$ cat src/sts_pkg.sv
// shared constants, types and register map of the sweep trigger sequencer
`default_nettype none
package sts_pkg;

  // ****************************************
  // register map (byte addresses)
  // ****************************************
  localparam logic [7:0] ADDR_CTRL = 8'h00;
  localparam logic [7:0] ADDR_CMD = 8'h04;
  localparam logic [7:0] ADDR_POINTS = 8'h08;
  localparam logic [7:0] ADDR_DELAY = 8'h0C;
  localparam logic [7:0] ADDR_STATUS = 8'h10;

  // ****************************************
  // command bits (write one to act)
  // ****************************************
  localparam int CMD_INIT = 0;
  localparam int CMD_ABORT = 1;
  localparam int CMD_BUSTRIG = 2;
  localparam int CMD_IMMOVR = 3;
  localparam int CMD_CLRFLAGS = 4;
  localparam int CMD_PRESET = 5;

  // ****************************************
  // status field positions
  // ****************************************
  localparam int ST_STATE_LSB = 0;
  localparam int ST_PENDING = 3;
  localparam int ST_DONE = 4;
  localparam int ST_ERROR = 5;
  localparam int ST_IDX_LSB = 16;

  // ****************************************
  // types
  // ****************************************
  typedef enum logic [1:0] {
    SRC_ALWAYS = 2'h0,
    SRC_EXT = 2'h1,
    SRC_BUS = 2'h2
  } sts_src_t;

  typedef enum logic [1:0] {
    SWP_ANALOG = 2'h0,
    SWP_STEPPED = 2'h1,
    SWP_LIST = 2'h2
  } sts_sweep_t;

  typedef enum logic [2:0] {
    ST_IDLE = 3'b001,
    ST_WAIT = 3'b010,
    ST_SWEEP = 3'b100
  } sts_state_t;

  // control register image, bit 8 downward
  typedef struct packed {
    logic [1:0] listPointSel;
    logic [1:0] stepPointSel;
    logic [1:0] sweepType;
    logic [1:0] startTriggerSelect;
    logic continuousRearm;
  } sts_ctrl_t;

  localparam int CTRL_W = 9;
  localparam sts_ctrl_t CTRL_RST = '{
    listPointSel: 2'h0,
    stepPointSel: 2'h0,
    sweepType: 2'h0,
    startTriggerSelect: 2'h0,
    continuousRearm: 1'b0
  };
  localparam logic [15:0] POINTS_RST = 16'h0002;
  localparam logic [15:0] DELAY_RST = 16'h0000;

endpackage
`default_nettype wire

$ cat src/sts_sequencer.sv
// sweep trigger sequencer with its AHB-Lite register slave
//
// Register access over AHB-Lite and the address map were decided locally.
`default_nettype none
// How it works
// (RULE1) idle holds until a sweep is initiated, then goes to wait-for-trigger.
// (RULE2) continuous rearm starts a new sweep each time one ends.
// (RULE3) without rearm, each single initiate command gives exactly one sweep.
// (RULE4) clearing rearm mid sweep lets it finish, then it stops in idle.
// (RULE5) waiting looks only at the selected start source until it is true.
// (RULE6) the always-true source never makes the sequencer wait.
// (RULE7) external source: a rising edge on the jack is a trigger.
// (RULE8) bus source: group execute trigger or bus trigger command fires.
// (RULE9) a true start trigger moves straight into sweeping.
// (RULE10) stepped and list sweeps each have their own point-advance source.
// (RULE11) first point comes at sweep start, each point trigger advances.
// (RULE12) a point trigger on the last point ends the sweep.
// (RULE13) analog sweeps ignore point triggers and end on source done.
// (RULE14) abort returns to idle at once from any state.
// (RULE15) abort keeps configuration; only reset or preset restores defaults.
// (RULE16) operation complete pulses only when a sweep re-enters idle.
// (RULE17) always_true_source override works once in wait; elsewhere it flags an error.
// (RULE18) one source is selected at a time, others are ignored.
// (RULE19) programmable delay from settling to trigger out, reset value zero.
// (RULE20) pending flag sets on leaving idle, clears on return to idle.
// (RULE21) external input is synchronised, one pulse per rising edge.
module sts_sequencer (
  // clock and reset
  input wire logic mclk,
  input wire logic rst,
  // ahb-lite slave
  input wire logic hsel,
  input wire logic [31:0] haddr,
  input wire logic [1:0] htrans,
  input wire logic hwrite,
  input wire logic [2:0] hsize,
  input wire logic [31:0] hwdata,
  input wire logic hready,
  output logic hreadyout,
  output logic hresp,
  output logic [31:0] hrdata,
  // trigger inputs
  input wire logic extTrigIn,
  input wire logic busGet,
  // sweep hardware handshake
  input wire logic sourceSettled,
  input wire logic analogDone,
  // sweep outputs
  output logic [15:0] pointIndex,
  output logic sweepActive,
  output logic trigOut,
  output logic opComplete,
  output logic opPending,
  output logic cmdError
);

  // ****************************************
  // declarations
  // ****************************************
  sts_pkg::sts_ctrl_t ctrl_r;
  logic [15:0] points_r;
  logic [15:0] delay_r;
  sts_pkg::sts_state_t state_r;
  sts_pkg::sts_state_t state_nxt;
  logic [15:0] pointIdx_r;
  logic [15:0] pointIdx_nxt;
  logic doneFlag_r;
  logic errFlag_r;
  logic wrPend_r;
  logic [7:0] wrAddr_r;
  logic addrValid;
  logic wrCmd;
  logic [5:0] cmd;
  logic extPulse;
  logic busTrig;
  logic startTrue;
  logic pointTrue;
  logic [1:0] pointSel;
  logic lastPoint;
  logic sweepEnd;
  logic enterIdle;
  logic leaveIdle;
  logic [15:0] dlyCnt_r;
  logic dlyRun_r;
  logic [31:0] statusWord;
  logic [31:0] rdMux;

  // ****************************************
  // external trigger edge
  // ****************************************
  sts_edge_sync uEdge (
    .mclk(mclk),
    .rst(rst),
    .pinIn(extTrigIn),
    .risePulse(extPulse)
  );

  // ****************************************
  // bus address phase
  // ****************************************
  // zero wait state slave: every access completes in one data phase
  assign addrValid = hsel & hready & htrans[1];

  always_ff @(posedge mclk) begin
    if (rst) begin
      wrPend_r <= 1'b0;
      wrAddr_r <= 8'h00;
    end else begin
      wrPend_r <= addrValid & hwrite;
      if (addrValid) begin
        wrAddr_r <= haddr[7:0];
      end
    end
  end

  always_ff @(posedge mclk) begin
    if (rst) begin
      hreadyout <= 1'b1;
      hresp <= 1'b0;
    end else begin
      hreadyout <= 1'b1;
      hresp <= 1'b0;
    end
  end

  // ****************************************
  // read path
  // ****************************************
  always_comb begin
    statusWord = 32'h0000_0000;
    statusWord[sts_pkg::ST_STATE_LSB +: 3] = state_r;
    statusWord[sts_pkg::ST_PENDING] = opPending;
    statusWord[sts_pkg::ST_DONE] = doneFlag_r;
    statusWord[sts_pkg::ST_ERROR] = errFlag_r;
    statusWord[sts_pkg::ST_IDX_LSB +: 16] = pointIdx_r;
  end

  always_comb begin
    rdMux = 32'h0000_0000;
    unique case (haddr[7:0])
      sts_pkg::ADDR_CTRL: rdMux = {23'h00_0000, ctrl_r};
      sts_pkg::ADDR_POINTS: rdMux = {16'h0000, points_r};
      sts_pkg::ADDR_DELAY: rdMux = {16'h0000, delay_r};
      sts_pkg::ADDR_STATUS: rdMux = statusWord;
      default: rdMux = 32'h0000_0000;
    endcase
  end

  // read data is latched at the address phase so it stands all data phase
  always_ff @(posedge mclk) begin
    if (rst) begin
      hrdata <= 32'h0000_0000;
    end else if (addrValid & ~hwrite) begin
      hrdata <= rdMux;
    end
  end

  // ****************************************
  // write path
  // ****************************************
  assign wrCmd = wrPend_r & (wrAddr_r == sts_pkg::ADDR_CMD);
  assign cmd = wrCmd ? hwdata[5:0] : 6'h00;

  // abort touches none of these; preset and reset do
  always_ff @(posedge mclk) begin
    if (rst | cmd[sts_pkg::CMD_PRESET]) begin
      ctrl_r <= sts_pkg::CTRL_RST; // (RULE15)
      points_r <= sts_pkg::POINTS_RST;
      delay_r <= sts_pkg::DELAY_RST; // (RULE19)
    end else if (wrPend_r) begin
      if (wrAddr_r == sts_pkg::ADDR_CTRL) begin
        ctrl_r <= sts_pkg::sts_ctrl_t'(hwdata[sts_pkg::CTRL_W-1:0]);
      end
      if (wrAddr_r == sts_pkg::ADDR_POINTS) begin
        points_r <= hwdata[15:0];
      end
      if (wrAddr_r == sts_pkg::ADDR_DELAY) begin
        delay_r <= hwdata[15:0];
      end
    end
  end

  // ****************************************
  // trigger source selection
  // ****************************************
  assign busTrig = busGet | cmd[sts_pkg::CMD_BUSTRIG]; // (RULE8)

  always_comb begin
    startTrue = 1'b0;
    unique case (ctrl_r.startTriggerSelect) // (RULE5) (RULE18)
      sts_pkg::SRC_ALWAYS: startTrue = 1'b1; // (RULE6)
      sts_pkg::SRC_EXT: startTrue = extPulse; // (RULE7)
      sts_pkg::SRC_BUS: startTrue = busTrig; // (RULE8)
      default: startTrue = 1'b0;
    endcase
  end

  // each stepped kind keeps its own advance source
  assign pointSel = (ctrl_r.sweepType == sts_pkg::SWP_LIST) ?
                    ctrl_r.listPointSel : ctrl_r.stepPointSel; // (RULE10)

  always_comb begin
    pointTrue = 1'b0;
    unique case (pointSel) // (RULE18)
      sts_pkg::SRC_ALWAYS: pointTrue = 1'b1;
      sts_pkg::SRC_EXT: pointTrue = extPulse;
      sts_pkg::SRC_BUS: pointTrue = busTrig;
      default: pointTrue = 1'b0;
    endcase
  end

  // ****************************************
  // sequencer state machine
  // ****************************************
  // a points value of zero is treated as a single point sweep
  assign lastPoint = (pointIdx_r + 16'h0001 >= points_r);

  always_comb begin
    sweepEnd = 1'b0;
    if (state_r == sts_pkg::ST_SWEEP) begin
      if (ctrl_r.sweepType == sts_pkg::SWP_ANALOG) begin
        sweepEnd = analogDone; // (RULE13)
      end else begin
        sweepEnd = pointTrue & lastPoint; // (RULE12)
      end
    end
  end

  always_comb begin
    state_nxt = state_r;
    pointIdx_nxt = pointIdx_r;
    unique case (state_r)
      sts_pkg::ST_IDLE: begin
        if (cmd[sts_pkg::CMD_INIT] | ctrl_r.continuousRearm) begin
          state_nxt = sts_pkg::ST_WAIT; // (RULE1) (RULE3)
        end
      end
      sts_pkg::ST_WAIT: begin
        if (startTrue | cmd[sts_pkg::CMD_IMMOVR]) begin
          state_nxt = sts_pkg::ST_SWEEP; // (RULE9) (RULE17)
          pointIdx_nxt = 16'h0000; // (RULE11)
        end
      end
      sts_pkg::ST_SWEEP: begin
        if (sweepEnd) begin
          // within a sweep rearm is looked at only here, so a cleared bit ends cleanly
          state_nxt = ctrl_r.continuousRearm ?
                      sts_pkg::ST_WAIT : sts_pkg::ST_IDLE; // (RULE2) (RULE4)
        end else if ((ctrl_r.sweepType != sts_pkg::SWP_ANALOG) & pointTrue) begin
          pointIdx_nxt = pointIdx_r + 16'h0001; // (RULE11)
        end
      end
    endcase
    if (cmd[sts_pkg::CMD_ABORT]) begin
      state_nxt = sts_pkg::ST_IDLE; // (RULE14)
      pointIdx_nxt = 16'h0000;
    end
  end

  always_ff @(posedge mclk) begin
    if (rst) begin
      state_r <= sts_pkg::ST_IDLE;
      pointIdx_r <= 16'h0000;
    end else begin
      state_r <= state_nxt;
      pointIdx_r <= pointIdx_nxt;
    end
  end

  assign leaveIdle = (state_r == sts_pkg::ST_IDLE) & (state_nxt != sts_pkg::ST_IDLE);
  assign enterIdle = (state_r != sts_pkg::ST_IDLE) & (state_nxt == sts_pkg::ST_IDLE);

  // ****************************************
  // completion and pending flags
  // ****************************************
  always_ff @(posedge mclk) begin
    if (rst) begin
      opPending <= 1'b0;
    end else if (leaveIdle) begin
      opPending <= 1'b1; // (RULE20)
    end else if (enterIdle) begin
      opPending <= 1'b0; // (RULE20)
    end
  end

  // abort reaches idle too, but is not a completed sweep
  always_ff @(posedge mclk) begin
    if (rst) begin
      opComplete <= 1'b0;
    end else begin
      opComplete <= enterIdle & sweepEnd & ~cmd[sts_pkg::CMD_ABORT]; // (RULE16)
    end
  end

  // sticky flags: a new event wins over a clear in the same cycle
  always_ff @(posedge mclk) begin
    if (rst) begin
      doneFlag_r <= 1'b0;
    end else if (enterIdle & sweepEnd & ~cmd[sts_pkg::CMD_ABORT]) begin
      doneFlag_r <= 1'b1; // (RULE16)
    end else if (cmd[sts_pkg::CMD_CLRFLAGS]) begin
      doneFlag_r <= 1'b0;
    end
  end

  always_ff @(posedge mclk) begin
    if (rst) begin
      errFlag_r <= 1'b0;
    end else if (cmd[sts_pkg::CMD_IMMOVR] & (state_r != sts_pkg::ST_WAIT)) begin
      errFlag_r <= 1'b1; // (RULE17)
    end else if (cmd[sts_pkg::CMD_CLRFLAGS]) begin
      errFlag_r <= 1'b0;
    end
  end

  always_ff @(posedge mclk) begin
    if (rst) begin
      cmdError <= 1'b0;
    end else begin
      cmdError <= errFlag_r;
    end
  end

  // ****************************************
  // settle to trigger out delay
  // ****************************************
  // a new settle restarts the count; only the latest point is announced
  always_ff @(posedge mclk) begin
    if (rst | cmd[sts_pkg::CMD_ABORT]) begin
      dlyRun_r <= 1'b0;
      dlyCnt_r <= 16'h0000;
    end else if (sourceSettled & (state_r == sts_pkg::ST_SWEEP)) begin
      dlyRun_r <= 1'b1;
      dlyCnt_r <= delay_r; // (RULE19)
    end else if (dlyRun_r & (dlyCnt_r != 16'h0000)) begin
      dlyCnt_r <= dlyCnt_r - 16'h0001;
    end else begin
      dlyRun_r <= 1'b0;
    end
  end

  always_ff @(posedge mclk) begin
    if (rst) begin
      trigOut <= 1'b0;
    end else begin
      trigOut <= dlyRun_r & (dlyCnt_r == 16'h0000) &
                 ~cmd[sts_pkg::CMD_ABORT] &
                 ~(sourceSettled & (state_r == sts_pkg::ST_SWEEP)); // (RULE19)
    end
  end

  // ****************************************
  // sweep outputs
  // ****************************************
  always_ff @(posedge mclk) begin
    if (rst) begin
      pointIndex <= 16'h0000;
      sweepActive <= 1'b0;
    end else begin
      pointIndex <= pointIdx_nxt;
      sweepActive <= (state_nxt == sts_pkg::ST_SWEEP);
    end
  end

endmodule
`default_nettype wire

$ cat src/sts_edge_sync.sv
// synchroniser and rising edge pulse for the external trigger jack
`default_nettype none
module sts_edge_sync (
  // clock and reset
  input wire logic mclk,
  input wire logic rst,
  // pin and pulse
  input wire logic pinIn,
  output logic risePulse
);
  logic meta_r;
  logic sync_r;
  logic prev_r;

  // ****************************************
  // two stage synchroniser, then edge
  // ****************************************
  always_ff @(posedge mclk) begin
    if (rst) begin
      meta_r <= 1'b0;
      sync_r <= 1'b0;
      prev_r <= 1'b0;
    end else begin
      meta_r <= pinIn;
      sync_r <= meta_r;
      prev_r <= sync_r;
    end
  end

  always_ff @(posedge mclk) begin
    if (rst) begin
      risePulse <= 1'b0;
    end else begin
      risePulse <= sync_r & ~prev_r; // (RULE21) (RULE7)
    end
  end
endmodule
`default_nettype wire

$ cat config.mk
export PLATFORM = sky130hd
export DESIGN_NAME = sts_sequencer
export DESIGN_NICKNAME = d
export VERILOG_FILES = /design/src/sts_pkg.sv /design/src/sts_sequencer.sv /design/src/sts_edge_sync.sv
export SDC_FILE = /design/constraint.sdc
export NUM_CORES = 1
export LEC_CHECK = 0
export BUFFER_PORTS_ARGS = -buffer_cell sky130_fd_sc_hd__clkbuf_2
export CELL_PAD_IN_SITES_DETAIL_PLACEMENT = 1
export CELL_PAD_IN_SITES_GLOBAL_PLACEMENT = 2
export CORE_MARGIN = 8
export CORE_UTILIZATION = 34
export DETAILED_ROUTE_END_ITERATION = 16
export PLACE_DENSITY = 0.81
export RECOVER_POWER = 100
export SYNTH_ARGS = -nofsm -noshare
export SYNTH_HDL_FRONTEND = slang
export SYNTH_HIERARCHICAL = 1
export SYNTH_SLANG_ARGS = --single-unit
$ cat constraint.sdc
create_clock -name mclk -period 7.4 [get_ports mclk]
set_input_delay 1.48 -clock mclk [delete_from_list [all_inputs] [get_ports mclk]]
set_output_delay 1.48 -clock mclk [all_outputs]
set_load 0.02 [all_outputs]
# Word-level counts from Yosys, hierarchy flattened

Index checks and enable logic that the tools add are counted.

Flip-flop bits (word level): 129
Bits of input ports: 78
Output and inout port bits: 55
Logic and storage cells: 122

$add $sub $neg: 2
Order comparisons: 1
Eq/ne operators: 23
Muxes and demuxes: 26
Bitwise operators: 27
Reduce and logical (&&, ||, !) cells: 18

Operator list:

| kind                                                 | number |
|---|---|
| case mux 32 bit (4 select lines)                     | 1 |
| 2-to-1 mux 16 bit                                    | 5 |
| equality test 8 x 4 -> 1 bit (second input constant) | 4 |
| case mux 16 bit (2 select lines)                     | 1 |
| AND 1 bit                                            | 18 |
| adder 16 x 1 -> 16 bit (second input constant)       | 1 |
| greater-or-equal comparator 16 bit                   | 1 |
| zero test 16 bit                                     | 1 |
| zero test 8 bit                                      | 2 |
| nonzero test 16 bit                                  | 1 |
| subtractor 16 x 1 -> 16 bit (second input constant)  | 1 |
| 2-to-1 mux 3 bit                                     | 4 |
| nonzero test 2 bit                                   | 6 |
| 2-to-1 mux 1 bit                                     | 9 |
| case mux 3 bit (3 select lines)                      | 1 |
| equality test 8 x 3 -> 1 bit (second input constant) | 1 |
| equality test 8 x 5 -> 1 bit (second input constant) | 1 |
| != test 2 bit (second input constant)                | 4 |
| equality test 2 bit (second input constant)          | 3 |
| equality test 3 x 1 -> 1 bit (second input constant) | 2 |
| equality test 3 bit (second input constant)          | 2 |
| zero test 2 bit                                      | 3 |
| 2-to-1 mux 6 bit                                     | 1 |
| != test 3 x 1 -> 1 bit (second input constant)       | 2 |
| other kinds (10)                                     | 22 |

# Depth between registers and ports, before layout

Depth in word-level cells: 16
Mapped depth: 19
Depth with buffers taken out: 18

# By module

The synthesis kept the hierarchy.

By module, submodules not included:

| module        | times used | cells each | area each (µm²) | sequential area each (µm²) |
|---|---|---|---|---|
| sts_sequencer | 1          | 723        | 6007.0          | 2502.4 |
| sts_edge_sync | 1          | 8          | 111.4           | 80.1 |

# Worst setup path before layout

No wires, ideal clock.

Path kind: register to register
Start: register, netlist name pointIndex[0]
End: register doneFlag_r
Library setup time: 0.116 ns
Arrival time: 4.227 ns
Data required time: 7.284 ns
Path slack: 3.057 ns
Cell stages (with the launch flop): 19
Buffers on the path: 1
Clock period less this slack: 4.343 ns
Cells stage by stage: dfxtp_1 -> ha_1 -> nand3_1 -> nor3_1 -> and3_1 -> clkbuf_1 -> nand3_1 -> xnor2_1 -> ha_1 -> nand4_1 -> or4_1 -> nor4_1 -> nand4b_1 -> nand3_1 -> a221oi_1 -> nor3_1 -> ha_1 -> and3_1 -> a31o_2

RTL lines:

| element              | RTL line             | source |
|---|---|---|
| end signal, assigned | sts_sequencer.sv:298 | `doneFlag_r <= 1'b0;` |
| end signal, assigned | sts_sequencer.sv:300 | `doneFlag_r <= 1'b1;` |
| end signal, assigned | sts_sequencer.sv:302 | `doneFlag_r <= 1'b0;` |
| end, declared        | sts_sequencer.sv:67  | `logic doneFlag_r;` |

# Worst setup path after layout

Start: input rst
End: register points_r[15]

Longest elaborated chain between the ends: 1

Ends and longest elaborated chain:

| element              | RTL line             | source |
|---|---|---|
| start, declared      | sts_sequencer.sv:30  | `input wire logic rst,` |
| OR 1 bit             | sts_sequencer.sv:166 | `if (rst \| cmd[sts_pkg::CMD_PRESET]) begin` |
| end signal, assigned | sts_sequencer.sv:168 | `points_r <= sts_pkg::POINTS_RST;` |
| end signal, assigned | sts_sequencer.sv:175 | `points_r <= hwdata[15:0];` |
| end, declared        | sts_sequencer.sv:61  | `logic [15:0] points_r;` |

No other way between the ends.
A chain may end at the register's enable or synchronous reset.

==> results.md <==
- Drt first pass iters: 5
- Setup_tns: 0 ps
- Net count reported at finish: ~900
- Busiest grt layer: met2
- Post-Route Utilization: 40.1%
- Ant diodes: 0
- Most frequent cell after synthesis: dfxtp_1
- Placed inst area: 6730 µm²
- Met1 Resource Use GR: between 20% and 30%
- Num CTS Buffers: 17
- Layout fillers: 2175
- Cts hold-fix bufs: 0
- Worst Min Path Start: uEdge/prev_r$_SDFF_PP0_
- Worst setup path class: in -> reg
- Cell Area, Synth: approximately 6000 µm²
- H-tree depth: 4
- Crit path cell chain: clkbuf_2, clkbuf_1, inv_1, nand2_1, clkbuf_1, nor2_1
- Tot Pwr: 1.49 mW
- Largest net degree at the start of global routing: between 50 and 60
- Net Count, Synth: between 800 and 900
- Final setup violation count: 0
- Final worst setup slack: around 2100 ps
- Initial antenna violation count: 0
- Most used cell, CP: clkbuf_1
- Io pins: 133
- WL/cell: roughly 19 µm
- Placed insts: 1011
- DP Wirelength: 14.1 mm
- Crit share post-route: between 70% and 80%
- DRC viols: 0
- Post-route insts no fill: approximately 1000
- Vias: 5566
- Critical Path Max Stage Delay: around 1600 ps
- Status: finished with violations
- Worst-Margin Slew: about 2300 ps
- Initial Util: around a third
- Worst Path Required: 7640 ps
- Global-route track usage on met3: under 10%
- Hold Fails Final Rpt: 0
- Post-CTS Repair Setup Buffers: 0
- CP max FO: ~50
- Synth area leader: dfxtp_1
- Largest cells by area after synthesis: dfxtp_1 42%, mux2i_1 7.2%, a21oi_1 5.9%
- Final min period: around 5300 ps
- CTS sink count: 129
- GR Layer Usage met2: between 30% and 40%
- Worst flop-to-flop path endpoint: opPending$_SDFFE_PP0P_
- Core ar.: 17800 µm²
- Yosys warns: 6
- Longest Clk Path Bufs: 2
- Post-route cell area: 7150 µm²
- Clock Pin Slew Worst Setup and Hold Paths: 50 ps
- Root Driver: clkbuf_16
- CTS resizes: 0
- Synth top area share: between 40% and 50%
- R2R Setup Slk: 2310 ps
- DRT iter0 DRCs: 277
- Maximum vdd drop: roughly 160 µV
- R2r startpoint: pointIndex[0]$_SDFFE_PP0P_
- Skew-Pair Late Insertion Delay: 420 ps
- Worst Skew: a little over 10 ps
- Hold Crit Class: reg -> reg
- Vias in the first global route: just under 6000
- Worst hold slack: between 400 and 500 ps
- Rel. slew slack: -54.1%
- Synth Flop Type: dfxtp_1
- Post-synth EDFFs: 0
- GR Overflow Total: 0
- Area delta synth->final: 16.9%
- Fin. max-slew vios: 84
- Failing checks: max-capacitance violations, max-slew violations
- Hold EP: uEdge/risePulse$_SDFF_PP0_
- Max Cap Viol: 2
- Pwr Density: ~210 nW/µm²
- Die height: 150 µm
- Max Clk Rate: between 150 and 200 MHz
- Clock tree from TritonCTS: yes
- Die X: 150 µm
- Setup WS pre-CTS: around 2500 ps
- Endpoint type of the worst setup path: register
- Hold path depth: 1
- Global-route wire length before repair: roughly 31 mm
- RSZ-0062 raised after global routing: false
- Total GRT Usage: between 10% and 20%
- Netlist cell types: 57
- Synthesis-stage register bit count: around 130
- Die area: approximately 23000 µm²
- Syn avg cell area: 8.37 µm²
- Async S/R FF share, synth: 0%
- Register area share after synthesis: around 42%
- Worst EP arrival: around 5500 ps
- Drt total wl: roughly 19 mm
- Antenna-violating nets left: 0
- Vias per cell: between 5 and 6
- Depth of the most critical reg-to-reg path: 18
- Slowest cell on crit path: clkbuf_1
- Share of cells above drive strength 1: 9.21%
- Number of buffers inserted by port buffering: 86
- Lkg Pwr: a little under 3 nW
- Site row count: 49
- CP startpoint kind: primary input
- Cells after Synth: approximately 730
- Most instantiated cells after synthesis: 129 x dfxtp_1, 96 x nor2_1, 72 x a21oi_1
- GP Congestion: 0.825
## worst max-delay path by stage
stage	from	slack [ps]	cells past startpoint	end
floorplan	pointIndex[0]$_SDFFE_PP0P_	3060	18	doneFlag_r$_SDFFE_PP0P_
global placement	pointIndex[0]$_SDFFE_PP0P_	2600	18	doneFlag_r$_SDFFE_PP0P_
detailed placement	pointIndex[0]$_SDFFE_PP0P_	2460	18	doneFlag_r$_SDFFE_PP0P_
CTS	pointIndex[0]$_SDFFE_PP0P_	2410	18	doneFlag_r$_SDFFE_PP0P_
global route	rst	1620	6	points_r[9]$_SDFFE_PP0P_
finish	rst	2110	6	points_r[15]$_SDFFE_PP0P_
## final cells by class
class	count	area (µm²)	share of cell area (%)
clock buffer	26	479	6.70
clock inverter	6	32.5	0.455
inverter	29	109	1.52
multi-input combinational	529	3250	45.4
sequential	129	2580	36.1
tap	229	287	4.01
timing repair buffer	95	415	5.81
## report_power, final
group | switching (mW) | internal, mW
Sequential | 0.00267 | 0.698
Combinational | 0.0339 | 0.0148
Clock | 0.297 | 0.442
Total | 0.334 | 1.15
## cells by family after synthesis
family	after synthesis	synth area share, %
other	2	0.123
xor gates and xnor gates	28	4.01
buffers and inverters	73	4.70
adders and majority gates	20	4.09
AOI/OAI and AO/OA	148	15.0
and+or+nand+nor	282	21.8
muxes	49	8.12
DFF	129	42.2
## state kept, by name, indices dropped and copies added, names as in the netlist
register / cells
cmdError: 1
ctrl_r: 9
delay_r: 16
dlyCnt_r: 16
dlyRun_r: 1
doneFlag_r: 1
errFlag_r: 1
hrdata: 32
opComplete: 1
opPending: 1
pointIndex: 16
points_r: 16
state_r: 3
sweepActive: 1
trigOut: 1
uEdge/meta_r: 1
uEdge/prev_r: 1
uEdge/risePulse: 1
uEdge/sync_r: 1
wrAddr_r: 8
wrPend_r: 1
## placed cells by master, fill, tap and decap left out, types with 3 or more instances in the layout
cell,netlist,layout
dfxtp_1,129,129
mux2i_1,44,44
clkbuf_1,33,65
clkinv_2,0,5
xnor2_1,20,20
nor4_1,9,9
a21o_1,6,6
mux2_2,5,5
a21oi_1,72,72
and3_1,7,7
nor2_1,96,96
and2_0,1,4
ha_1,20,20
a211oi_1,8,8
nand4_1,3,3
nand3_1,37,37
buf_4,3,5
nand3b_1,5,5
xor2_1,8,8
nor2b_1,7,7
clkbuf_2,0,32
a22oi_1,7,7
clkbuf_16,0,17
nand2_1,69,69
or4_1,5,5
o31ai_1,3,3
a222oi_1,6,6
or3_1,7,7
and2_1,6,3
o21ai_0,26,26
nand2b_1,5,5
inv_1,29,29
nor3_1,13,12
## per-layer routing
metal / wire (µm) / part of all wire, %
met2: 9830 / 51
met5: 0 / 0
met1: 8460 / 44
met3: 620 / 3.2
met4: 397 / 2.1
## worst max-delay path: cells and delay by family
kind	cells	cell delay [ps]
buffers and inverters	4	3410
AND/OR/NAND/NOR	2	610
No activity file was read; power rests on OpenSTA's default activity.
